===== config.mk =====
export PLATFORM = sky130hd
export DESIGN_NAME = serial_rx_output
export DESIGN_NICKNAME = d
export VERILOG_FILES = /design/src/hdl/serial_rx_pkg.sv /design/src/hdl/pin_sync.sv /design/src/hdl/rx_char_decoder.sv /design/src/hdl/serial_rx_output.sv
export VERILOG_INCLUDE_DIRS = /design/src /design/src/hdl
export SDC_FILE = /design/constraint.sdc
export NUM_CORES = 1
export LEC_CHECK = 0
export ABC_AREA = 1
export BUFFER_PORTS_ARGS = -buffer_cell sky130_fd_sc_hd__buf_4
export CAP_MARGIN = 30
export CELL_PAD_IN_SITES_DETAIL_PLACEMENT = 2
export CELL_PAD_IN_SITES_GLOBAL_PLACEMENT = 2
export CORE_MARGIN = 4
export CORE_UTILIZATION = 29
export CTS_CLUSTER_DIAMETER = 200
export DETAILED_ROUTE_END_ITERATION = 16
export PLACE_DENSITY_LB_ADDON = 0.1
export SLEW_MARGIN = 20
export SYNTH_ARGS = -nofsm -noshare
export SYNTH_HDL_FRONTEND = slang
export SYNTH_SLANG_ARGS = --single-unit

===== constraint.sdc =====
create_clock -name i_clk_sys -period 2.71 [get_ports i_clk_sys]
set_input_delay 0.4065 -clock i_clk_sys [delete_from_list [all_inputs] [get_ports i_clk_sys]]
set_output_delay 0.4065 -clock i_clk_sys [all_outputs]
set_load 0.02 [all_outputs]

===== src/hdl/serial_rx_defines.svh =====
`ifndef SERIAL_RX_DEFINES_SVH
`define SERIAL_RX_DEFINES_SVH
// register offsets (byte addresses)
`define RX_REG_STATUS 4'h0
`define RX_REG_MASK 4'h4
`define RX_REG_CHAR 4'h8
// event bit positions in status and mask
`define RX_EV_CHAR 0
`define RX_EV_VIOL 1
`define RX_EV_LOOP 2
`define RX_EV_W 3
// reset values
`define RX_MASK_RST 3'h0
`define RX_STATUS_RST 3'h0
// character framing counts, in serial bits
`define RX_BIT_LAST 4'h9
`define RX_CLK_FALL_BIT 4'h4
// comma pattern in the first seven bits of a character
`define RX_COMMA_NEG 7'h1F
`define RX_COMMA_POS 7'h60
// special byte values
`define RX_NULL_BYTE 8'hBC
`define RX_LOOP_START 8'h00
`define RX_LOOP_LAST 8'hFF
`endif


===== src/hdl/serial_rx_pkg.sv =====
package serial_rx_pkg;
	// self-test checker progress
	typedef enum logic [1:0] {st_off, st_wait, st_check} test_state_t;
endpackage : serial_rx_pkg

===== src/hdl/pin_sync.sv =====
`timescale 1ns/1ps
// three-stage synchroniser; output moves once stages two and three agree
module pin_sync #(parameter int W = 1) (
	input wire logic i_clk_sys,
	input wire logic i_rst,
	input wire logic [W-1:0] i_async,
	output logic [W-1:0] o_sync
);
	genvar g;
	generate
		for (g = 0; g < W; g++)
		begin : g_bit
			logic s1_reg, s2_reg, s3_reg;
			// stage one feeds only stage two
			always_ff @(posedge i_clk_sys or posedge i_rst)
			begin
				if (i_rst)
				begin
					s1_reg <= 1'b0;
					s2_reg <= 1'b0;
					s3_reg <= 1'b0;
					o_sync[g] <= 1'b0;
				end
				else
				begin
					s1_reg <= i_async[g];
					s2_reg <= s1_reg;
					s3_reg <= s2_reg;
					if (s2_reg == s3_reg)
						o_sync[g] <= s3_reg;
				end
			end
		end
	endgenerate
endmodule : pin_sync


===== src/hdl/rx_char_decoder.sv =====
`timescale 1ns/1ps
// ten-bit line code to byte; bit 9 is the first bit on the line
module rx_char_decoder (
	input wire logic [9:0] i_code,
	output logic [7:0] o_byte,
	output logic o_ctrl,
	output logic o_viol
);
	// {valid, k28, value}
	function automatic logic [6:0] dec6(input logic [5:0] c);
		case (c)
			6'h27, 6'h18: dec6 = 7'h40;
			6'h1D, 6'h22: dec6 = 7'h41;
			6'h2D, 6'h12: dec6 = 7'h42;
			6'h31: dec6 = 7'h43;
			6'h35, 6'h0A: dec6 = 7'h44;
			6'h29: dec6 = 7'h45;
			6'h19: dec6 = 7'h46;
			6'h38, 6'h07: dec6 = 7'h47;
			6'h39, 6'h06: dec6 = 7'h48;
			6'h25: dec6 = 7'h49;
			6'h15: dec6 = 7'h4A;
			6'h34: dec6 = 7'h4B;
			6'h0D: dec6 = 7'h4C;
			6'h2C: dec6 = 7'h4D;
			6'h1C: dec6 = 7'h4E;
			6'h17, 6'h28: dec6 = 7'h4F;
			6'h1B, 6'h24: dec6 = 7'h50;
			6'h23: dec6 = 7'h51;
			6'h13: dec6 = 7'h52;
			6'h32: dec6 = 7'h53;
			6'h0B: dec6 = 7'h54;
			6'h2A: dec6 = 7'h55;
			6'h1A: dec6 = 7'h56;
			6'h3A, 6'h05: dec6 = 7'h57;
			6'h33, 6'h0C: dec6 = 7'h58;
			6'h26: dec6 = 7'h59;
			6'h16: dec6 = 7'h5A;
			6'h36, 6'h09: dec6 = 7'h5B;
			6'h0E: dec6 = 7'h5C;
			6'h2E, 6'h11: dec6 = 7'h5D;
			6'h1E, 6'h21: dec6 = 7'h5E;
			6'h2B, 6'h14: dec6 = 7'h5F;
			6'h0F, 6'h30: dec6 = 7'h7C;
			default: dec6 = 7'h00;
		endcase
	endfunction : dec6
	// {valid, alternate seven, value}
	function automatic logic [4:0] dec4(input logic [3:0] c);
		case (c)
			4'hB, 4'h4: dec4 = 5'h10;
			4'h9: dec4 = 5'h11;
			4'h5: dec4 = 5'h12;
			4'hC, 4'h3: dec4 = 5'h13;
			4'hD, 4'h2: dec4 = 5'h14;
			4'hA: dec4 = 5'h15;
			4'h6: dec4 = 5'h16;
			4'hE, 4'h1: dec4 = 5'h17;
			4'h7, 4'h8: dec4 = 5'h1F;
			default: dec4 = 5'h00;
		endcase
	endfunction : dec4
	wire logic [6:0] r6 = dec6(i_code[9:4]);
	// positive-disparity K28 carries its tail inverted
	wire logic [3:0] tail = (i_code[9:4] == 6'h30) ? ~i_code[3:0] : i_code[3:0];
	wire logic [4:0] r4 = dec4(tail);
	wire logic k_alt = r4[3] & (r6[4:0] == 5'h17 || r6[4:0] == 5'h1B
		|| r6[4:0] == 5'h1D || r6[4:0] == 5'h1E);
	assign o_byte = {r4[2:0], r6[4:0]};
	assign o_ctrl = r6[5] | k_alt;
	assign o_viol = ~(r6[6] & r4[4]);
endmodule : rx_char_decoder


===== src/hdl/serial_rx_output.sv =====
`timescale 1ns/1ps
`include "serial_rx_defines.svh"
module serial_rx_output
	import serial_rx_pkg::*;
(
	input wire logic i_clk_sys,
	input wire logic i_rst,
	input wire logic i_link_bit_clk,
	input wire logic i_serial_in_primary,
	input wire logic i_serial_in_secondary,
	input wire logic i_input_select,
	input wire logic i_mode_unencoded,
	input wire logic i_self_test_enable_n,
	input wire logic [3:0] i_reg_addr,
	input wire logic [31:0] i_reg_wdata,
	input wire logic i_reg_wr,
	input wire logic i_reg_rd,
	output logic [31:0] o_reg_rdata,
	output logic o_irq,
	output logic [7:0] o_received_byte,
	output logic o_control_char_flag,
	output logic o_code_violation_flag,
	output logic o_data_ready_n,
	output logic o_recovered_byte_clock
);
	// ----------------------------------------
	// pin synchronisers
	// ----------------------------------------
	logic s_pri, s_sec, s_bclk, s_sel, s_unenc, s_test_n;
	pin_sync #(.W(6)) u_sync (
		.i_clk_sys(i_clk_sys),
		.i_rst(i_rst),
		.i_async({i_serial_in_primary, i_serial_in_secondary, i_link_bit_clk,
			i_input_select, i_mode_unencoded, i_self_test_enable_n}),
		.o_sync({s_pri, s_sec, s_bclk, s_sel, s_unenc, s_test_n})
	);

	// ----------------------------------------
	// bit shifter and character framing
	// ----------------------------------------
	logic bclk_prev_reg;
	logic [9:0] shift_reg;
	logic [3:0] bit_cnt_reg;
	logic [9:0] code_reg;
	logic char_take_reg;
	// pick the active input and frame ten bits, realigning on a comma
	wire logic serial_bit = s_sel ? s_pri : s_sec;
	wire logic bit_edge = s_bclk & ~bclk_prev_reg;
	wire logic [9:0] shift_next = {shift_reg[8:0], serial_bit};
	wire logic comma_seen = (shift_next[9:3] == `RX_COMMA_NEG)
		|| (shift_next[9:3] == `RX_COMMA_POS);
	wire logic word_done = bit_edge & ((bit_cnt_reg == `RX_BIT_LAST) | comma_seen);
	wire logic [3:0] bit_cnt_next = word_done ? 4'h0
		: (bit_edge ? bit_cnt_reg + 4'h1 : bit_cnt_reg);

	// shifter runs on link bit edges; a full word is latched whole
	always_ff @(posedge i_clk_sys or posedge i_rst)
	begin
		if (i_rst)
		begin
			bclk_prev_reg <= 1'b0;
			shift_reg <= 10'h000;
			bit_cnt_reg <= 4'h0;
			code_reg <= 10'h000;
			char_take_reg <= 1'b0;
		end
		else
		begin
			bclk_prev_reg <= s_bclk;
			if (bit_edge)
				shift_reg <= shift_next;
			bit_cnt_reg <= bit_cnt_next;
			if (word_done)
				code_reg <= shift_next;
			char_take_reg <= word_done;
		end
	end

	// ----------------------------------------
	// decode and self-test checker
	// ----------------------------------------
	logic [7:0] dec_byte;
	logic dec_ctrl, dec_err;
	rx_char_decoder u_dec (
		.i_code(code_reg),
		.o_byte(dec_byte),
		.o_ctrl(dec_ctrl),
		.o_viol(dec_err)
	);
	test_state_t test_state, test_state_next;
	logic [7:0] loop_cnt_reg;
	// null fill is the comma control character
	wire logic dec_null = dec_ctrl & ~dec_err & (dec_byte == `RX_NULL_BYTE);
	wire logic dec_data_ok = ~s_unenc & ~dec_ctrl & ~dec_err;
	wire logic start_hit = dec_data_ok & (dec_byte == `RX_LOOP_START);
	wire logic check_match = dec_data_ok & (dec_byte == loop_cnt_reg);
	wire logic loop_last = (test_state == st_check) && (loop_cnt_reg == `RX_LOOP_LAST);
	// the byte after the loop-start character is expected to be one
	wire logic [7:0] loop_cnt_next = (test_state == st_check) ? loop_cnt_reg + 8'h01 : 8'h01;

	// checker waits for the loop-start character, then follows the count
	always_comb
	begin
		test_state_next = test_state;
		case (test_state)
			st_off: if (!s_test_n) test_state_next = st_wait;
			st_wait: if (char_take_reg && start_hit) test_state_next = st_check;
			st_check: test_state_next = st_check;
			default: test_state_next = st_off;
		endcase
		if (s_test_n)
			test_state_next = st_off;
	end

	// expected byte advances once per delivered character
	always_ff @(posedge i_clk_sys or posedge i_rst)
	begin
		if (i_rst)
		begin
			test_state <= st_off;
			loop_cnt_reg <= 8'h00;
		end
		else
		begin
			test_state <= test_state_next;
			if (char_take_reg)
				loop_cnt_reg <= loop_cnt_next;
		end
	end

	// ----------------------------------------
	// output selection
	// ----------------------------------------
	// raw order: byte {h,g,f,i,e,d,c,b}, qualifier a, violation j
	wire logic [7:0] raw_byte = {code_reg[1], code_reg[2], code_reg[3], code_reg[4],
		code_reg[5], code_reg[6], code_reg[7], code_reg[8]};
	wire logic [7:0] byte_next = s_unenc ? raw_byte : dec_byte;
	wire logic ctrl_next = s_unenc ? code_reg[9] : dec_ctrl;
	wire logic viol_next = s_unenc ? code_reg[0]
		: ((test_state == st_check) ? ~check_match : dec_err);
	wire logic rdy_n_next = s_unenc ? 1'b0
		: (test_state == st_check) ? loop_last
		: (test_state == st_wait) ? ~start_hit
		: dec_null;
	wire logic fall_pt = bit_edge & (bit_cnt_reg == `RX_CLK_FALL_BIT);

	// all character outputs move together with the byte clock rising edge
	always_ff @(posedge i_clk_sys or posedge i_rst)
	begin
		if (i_rst)
		begin
			o_received_byte <= 8'h00;
			o_control_char_flag <= 1'b0;
			o_code_violation_flag <= 1'b0;
			o_data_ready_n <= 1'b1;
			o_recovered_byte_clock <= 1'b0;
		end
		else
		begin
			if (char_take_reg)
			begin
				o_received_byte <= byte_next;
				o_control_char_flag <= ctrl_next;
				o_code_violation_flag <= viol_next;
				o_data_ready_n <= rdy_n_next;
			end
			if (char_take_reg)
				o_recovered_byte_clock <= 1'b1;
			else if (fall_pt)
				o_recovered_byte_clock <= 1'b0;
		end
	end

	// ----------------------------------------
	// register port and interrupt
	// ----------------------------------------
	logic [`RX_EV_W-1:0] status_reg, mask_reg;
	wire logic wr_status = i_reg_wr & (i_reg_addr == `RX_REG_STATUS);
	wire logic wr_mask = i_reg_wr & (i_reg_addr == `RX_REG_MASK);
	wire logic [`RX_EV_W-1:0] ev_now = {char_take_reg & loop_last,
		char_take_reg & viol_next, char_take_reg & ~rdy_n_next};
	wire logic [`RX_EV_W-1:0] st_clr = wr_status ? i_reg_wdata[`RX_EV_W-1:0] : 3'h0;
	// a new event wins over a write-one clear in the same cycle
	wire logic [`RX_EV_W-1:0] status_next = (status_reg & ~st_clr) | ev_now;
	wire logic [31:0] char_view = {12'h000, 2'(test_state), o_data_ready_n,
		o_code_violation_flag, o_control_char_flag, 7'h00, o_received_byte};
	wire logic [31:0] rd_mux = (i_reg_addr == `RX_REG_STATUS) ? {29'h0, status_reg}
		: (i_reg_addr == `RX_REG_MASK) ? {29'h0, mask_reg}
		: (i_reg_addr == `RX_REG_CHAR) ? char_view
		: 32'h00000000;

	// sticky status, mask, one-cycle read data and level interrupt
	always_ff @(posedge i_clk_sys or posedge i_rst)
	begin
		if (i_rst)
		begin
			status_reg <= `RX_STATUS_RST;
			mask_reg <= `RX_MASK_RST;
			o_reg_rdata <= 32'h00000000;
			o_irq <= 1'b0;
		end
		else
		begin
			status_reg <= status_next;
			if (wr_mask)
				mask_reg <= i_reg_wdata[`RX_EV_W-1:0];
			o_reg_rdata <= i_reg_rd ? rd_mux : 32'h00000000;
			o_irq <= |(status_reg & mask_reg);
		end
	end
endmodule : serial_rx_output


Yosys cells after proc, flatten, opt, wreduce, memory -nomap -nowiden
Memory sizes are Yosys's and may differ from the RTL's.
Cells that the tools add are included.

storage, ports and cells
  output and inout port bits = 45
  input bits = 46
  bits in registers = 98
  memory bits (read-only) = 528
  logic and storage cells = 131
  memories = 2

operators by class
  eq/ne operators = 23
  muxes and demuxes = 22
  bitwise operators = 30
  $add $sub $neg = 2
  reduce and logical (&&, ||, !) cells = 12

memories
  memory           words  bits a word  rd ports  clocked after Yosys merged registers in  write ports  RTL line               text
  (no name shown)  64     7            1         0                                        0            rx_char_decoder.sv:11  case (c)
  (no name shown)  16     5            1         0                                        0            rx_char_decoder.sv:50  case (c)

operator list
  kind                 number
  $mux 20              4
  $eq 5x5->1 const B   4
  $and 1x1->1          16
  $eq 8x8->1 const B   2
  $mux 8               2
  $mux 4               3
  $mux 1               9
  $add 8x1->8 const B  1
  $eq 4x3->1 const B   2
  $eq 4x4->1 const B   2
  $eq 8x8->1           1
  $logic_not 8->1      1
  $eq 7x5->1 const B   1
  $eq 7x7->1 const B   1
  $not 1->1            7
  $and 3x3->3          2
  $eq 1x1->1           6
  $eq 6x6->1 const B   1
  $pmux 2 s3           1
  $add 4x1->4 const B  1
  $logic_not 4->1      1
  $logic_or 1x1->1     4
  $mux 2               2
  $not 4->4            1
  11 further kinds     14

Logic depth before layout (Yosys ltp)
An unclocked memory read counts as a cell.

  depth in word-level cells = 18
  depth in mapped cells = 22
  depth with buffers taken out = 22

Hierarchy
From an unflattened synthesis, not the netlist that was laid out.

second synthesis, totals
  cells, all modules = 645
  area, all modules = 5003.5 um^2

by module, submodules not included
  module            seq. area each (um^2)  cells each  area each (um^2)  times used
  serial_rx_output  1677.9                 398         3316.9            1
  rx_char_decoder   0.0                    198         984.7             1
  pin_sync          600.6                  49          701.9             1

Least setup slack after synthesis
OpenSTA, ideal clock, no wires.

  kind = register to register
  start point = register code_reg[4]
  end point = register status_reg[1]
  library setup time = 0.121 ns
  required time = 2.589 ns
  cell stages (with the launch flop) = 18
  buffers on the path = 0
  period minus slack after synthesis = 2.295 ns
  setup slack = 0.415 ns
  arrival time = 2.175 ns
  cells stage by stage = dfrtp_1 -> inv_1 -> ha_1 -> inv_1 -> nor2_4 -> nand3_1 -> nand2_2 -> nand2_1 -> nor2_2 -> nor2_1 -> a21oi_2 -> nor2_1 -> nor3_1 -> nand3_1 -> o21ai_1 -> nand2_1 -> nand2_1 -> nand2_1

on the way
  word-level cells in the longest chain between the ends = 16
  elaborated cells on any way between the ends = 25
  classes of those cells = 6 x eq/ne; 3 x mux; 11 x bitwise; 3 x reduce/logical; 2 x memory

RTL lines
  item                            RTL line                 text
  start: declaration              serial_rx_output.sv:44   logic [9:0] code_reg;
  start signal: assignment        serial_rx_output.sv:74   code_reg <= shift_next;
  $mem_v2 64x7                    --
  $eq 5x5->1                      rx_char_decoder.sv:67    wire logic k_alt = r4[3] & (r6[4:0] == 5'h17 || r6[4:0] == 5'h1B
  $logic_or 1x1->1                rx_char_decoder.sv:67
  $logic_or 1x1->1 (2 in series)  rx_char_decoder.sv:68    || r6[4:0] == 5'h1D || r6[4:0] == 5'h1E);
  $and 1x1->1                     rx_char_decoder.sv:67
  $or 1x1->1                      rx_char_decoder.sv:70    assign o_ctrl = r6[5] | k_alt;
  $not 1->1                       serial_rx_output.sv:94   wire logic dec_data_ok = ~s_unenc & ~dec_ctrl & ~dec_err;
  $and 1x1->1 (2 in series)       serial_rx_output.sv:94
  $and 1x1->1                     serial_rx_output.sv:96   wire logic check_match = dec_data_ok & (dec_byte == loop_cnt_reg);
  $not 1->1                       serial_rx_output.sv:140  : ((test_state == st_check) ? ~check_match : dec_err);
  $mux 1 (*)                      serial_rx_output.sv:140
  $mux 1 (*)                      serial_rx_output.sv:139  wire logic viol_next = s_unenc ? code_reg[0]
  $and 1x1->1 (*)                 serial_rx_output.sv:181  char_take_reg & viol_next, char_take_reg & ~rdy_n_next};
  $or 3x3->3 (*)                  serial_rx_output.sv:184  wire logic [`RX_EV_W-1:0] status_next = (status_reg & ~st_clr) | ev_now;
  named net status_next[1]        serial_rx_output.sv:184
  end signal: assignment          serial_rx_output.sv:197  status_reg <= `RX_STATUS_RST;
  end signal: assignment          serial_rx_output.sv:204  status_reg <= status_next;
  end: declaration                serial_rx_output.sv:177  logic [`RX_EV_W-1:0] status_reg, mask_reg;

The timed path passes the listed nets; every way through them passes the cells marked *.
A chain may end at the register's enable or synchronous reset.

Final worst setup path
  start point = register code_reg[5]
  end point = register status_reg[0]

on the way
  word-level cells in the longest chain between the ends = 18
  elaborated cells on any way between the ends = 29
  classes of those cells = 6 x eq/ne; 4 x mux; 13 x bitwise; 4 x reduce/logical; 2 x memory

RTL lines
  item                            RTL line                 text
  $mem_v2 64x7                    --
  $eq 5x5->1                      rx_char_decoder.sv:67
  $logic_or 1x1->1                rx_char_decoder.sv:67
  $logic_or 1x1->1 (2 in series)  rx_char_decoder.sv:68
  $and 1x1->1                     rx_char_decoder.sv:67
  $or 1x1->1                      rx_char_decoder.sv:70
  $not 1->1                       serial_rx_output.sv:94
  $and 1x1->1 (2 in series)       serial_rx_output.sv:94
  $and 1x1->1                     serial_rx_output.sv:95   wire logic start_hit = dec_data_ok & (dec_byte == `RX_LOOP_START);
  $not 1->1                       serial_rx_output.sv:143  : (test_state == st_wait) ? ~start_hit
  $mux 1 (*)                      serial_rx_output.sv:143
  $mux 1 (*)                      serial_rx_output.sv:142  : (test_state == st_check) ? loop_last
  $mux 1 (*)                      serial_rx_output.sv:141  wire logic rdy_n_next = s_unenc ? 1'b0
  $not 1->1 (*)                   serial_rx_output.sv:181
  $and 1x1->1 (*)                 serial_rx_output.sv:181
  $or 3x3->3 (*)                  serial_rx_output.sv:184
  named net status_next[0]        serial_rx_output.sv:184

Marks and branches as above.

==> flow_metrics.tcl <==
set metrics [dict create \
    place_ws_ns -0.00235 \
    dpl-instance-area_um2 5530 \
    start_kind "register" \
    ioPinCount 91 \
    ys_top_cells_by_area "dfrtp_1, nand2_1, o21ai_0" \
    cts_sinks 91 \
    grt_first_pass_wirelength_um 23400 \
    synth-compound-area-share_pct 10.6 \
    largest_reg_flops 13 \
    drv_slew 0 \
    track_usage_pct 15.8 \
    synthAdderAreaFrac_pct 5.09 \
    synth_most_common_cell "nand2_1" \
    drtIter0Drc 121 \
    r2r_slack_ns 0.22 \
    place_hpwl_um 10800 \
    die_area_um2 18900 \
    wl_per_cell_um 15.7 \
    setup_viol 0 \
    endpoint_kind "register" \
    remaining_drc_errors 0 \
    intPower_uw 3170 \
    grt_pass1_vias 4539 \
    multi_input_comb_area_um2 2330 \
    clock_skew_ns 0.00694 \
    power.density_nw_per_um2 881 \
    path_class "register to register" \
    rows 47 \
    routed_wl_um 14200 \
    die_w_um 138 \
    r2r-start "code_reg[5]" \
    viasPerCell 4.68 \
    clkPwrFrac_pct 22.9 \
    synth_ff_type "dfrtp_1" \
    clockBufferDepth 2 \
    synthDistinctLibCells 38 \
    drive_gt1_share_pct 24.8 \
    insertedDiodeCount 0 \
    syn2layout_area_growth_pct 25.3 \
    fin_crit_sh_pct 92.0 \
    syn_inst 602 \
    final_cell_area_um2 6100 \
    register_area_um2 2280 \
    cts-root-buf "clkbuf_16" \
    syn_avg_cell_area_um2 8.08 \
    syn_area_um2 4860 \
    final_core_util_pct 36.9 \
    p_switching_uw 2200 \
    layout.nets 738 \
    cts_tree "yes" \
    synth_top_cell_by_area "dfrtp_1" \
    synthTopCellsByCount "nand2_1, dfrtp_1, inv_1, o21ai_0, nand3_1" \
    synthXorXnorAreaFrac_pct 1.62 \
    p_comb_share_pct 42.9 \
    die_y_um 138 \
    ir_drop_v 0.000404 \
    num_vias 4224 \
    yosysTopAreaCellShare_pct 46.3 \
    ant_nets 0 \
    whs_ns 0.158 \
    min_to "u_sync.g_bit[4].s1_reg" \
    numCtsBuffers 9 \
    core_region_area_um2 16500 \
    synth-edff-count 0 \
    synth_seq_area_share_pct 46.8 \
    clock.fmax_mhz 401 \
    gp_congestion 0.777 \
    required_ns 2.99 \
    worstMarginPinSlew_ns 0.626 \
    ys_seq_elements 91 \
    seq_power_share_pct 34.1 \
    synthArstFlopShare_pct 100 \
    numPortBuffers 42 \
    r2r_cells 20 \
    dr.pass1.iters 4 \
    maxSlewHeadroom_pct 58.1 \
    start_util_pct 29.4 \
    crit_fanout 5 \
    fin_ws_ns 0.216 \
    worstHoldStart "i_serial_in_secondary" \
    min_path_type "primary input to register" \
    p_leak_uw 0.00289 \
    clk_pin_slew_ns 0.07 \
    grt_max_degree 61 \
    nFillCells 1879 \
    status "complete, no violations" \
    h-tree-depth 3 \
    r2r_end "status_reg[0]" \
    synthMuxAreaShare_pct 0.232 \
    worstPathArrival_ns 2.78 \
    yosys.area_share.simple_pct 25.0 \
    min_period_ns 2.49 \
    insertion_delay_ns 0.35 \
    final-hold-violation-count 0 \
    synth_top_family_by_area "simple AND/OR/NAND/NOR gates" \
    cap_viol_max_count 0 \
    yosys_warnings 0 \
    grt-ovfl-total 0 \
    p_sw_share_pct 41.0 \
    min_path_cells 1 \
    antenna_found_initial 0 \
]
-- power groups by stage --
stage               Sequential (uW)  Clock, uW  Combinational (uW)
floorplan                      1890          0                1300
global placement               1840          0                2000
detailed placement             1860          0                2080
CTS                            1840       1290                2100
global route                   1880       1340                2600
finish                         1830       1230                2310
-- how the worst max path moves through the flow --
stage | from | endpoint | slack [ns] | depth (start not counted)
2_1_floorplan | code_reg[4] | status_reg[1] | 0.41 | 17
4_1_cts | code_reg[5] | o_code_violation_flag | 0.02 | 17
6_report | code_reg[5] | status_reg[0] | 0.22 | 20
3_3_place_gp | code_reg[4] | o_code_violation_flag | 0.1 | 17
3_5_place_dp | code_reg[4] | o_code_violation_flag | -0.002 | 17
5_1_grt | code_reg[4] | status_reg[0] | -0.02 | 22
-- layout make-up --
cell class	instances	area share, %
clock inverter	7	1.07
clock buffer	9	3.69
timing repair buffer	82	10.6
multi-input combinational	423	38.2
sequential	91	37.4
inverter	70	4.54
tap	220	4.52
-- per-stage QoR --
| step | cells | setup TNS [ns] | power (uW) |
|---|---|---|---|
| 4_1_cts | 893 | 0 | 5230 |
| 3_5_place_dp | 876 | -0.00235 | 3940 |
| 6_report | 902 | 0 | 5370 |
| 3_3_place_gp | 876 | 0 | 3850 |
| 2_1_floorplan | 620 | 0 | 3190 |
| 5_1_grt | 902 | -0.0243 | 5830 |
-- metal layers --
| metal | up-vias | track usage [%] | share of wire (%) |
|---|---|---|---|
| met4 | 0 | 3.99 | 0.94 |
| met5 | - | 0 | 0 |
| met2 | 41 | 28.3 | 53 |
| met1 | 2116 | 19.5 | 43 |
| met3 | 7 | 3.03 | 2.9 |
| li1 | 2060 | - | - |
-- cells in the final DEF, fill, tap and decap left out, drive strengths merged --
cell / count
a21oi: 23
a31oi: 1
a41oi: 1
and3: 1
buf: 81
clkbuf: 9
clkinv: 2
clkinvlp: 1
conb: 19
dfrtp: 90
dfstp: 1
dlygate4sd3: 1
ha: 15
inv: 74
maj3: 6
mux2: 1
nand2: 149
nand3: 59
nand3b: 1
nand4: 7
nor2: 54
nor3: 5
nor4: 1
o211ai: 4
o21ai: 65
o22ai: 1
o41ai: 1
xnor2: 2
xor2: 7
-- cell families (layout without fill, tap and decap cells) --
family	count (synthesis)	count (layout)
multiplexers	1	1
AND/OR/NAND/NOR	277	277
AO/OA/AOI/OAI	96	96
adder cells (fa/ha/maj)	21	21
buffers and inverters	106	168
flip-flops	91	91
other	1	19
XOR/XNOR	9	9
-- what timing repair did --
action	4_1_cts	5_1_grt
hold buffers	1	0
setup endpoints to repair	2	6
gates resized for setup	1	53
cloned	0	0
pin swaps	1	18
endpoints found under the hold margin	1	0
buffers inserted	0	9
-- worst max-delay path: stages, from the launching register on --
cell and delay, ns:
dfrtp_1 0.40, inv_2 0.14, ha_4 0.15, inv_1 0.07, nor2_4 0.17, nand2_4 0.10, nand2_2 0.08, nand2_2 0.12
buf_4 0.17, a21oi_4 0.16, buf_4 0.13, o21ai_1 0.06, nor2_1 0.11, nand3_1 0.12, nor2_4 0.11, nand2_1 0.06
nand2_1 0.06, nand2_1 0.06, nand2_1 0.06, nand2_1 0.06, nand2_1 0.07
Power figures use the tool's default switching activity.
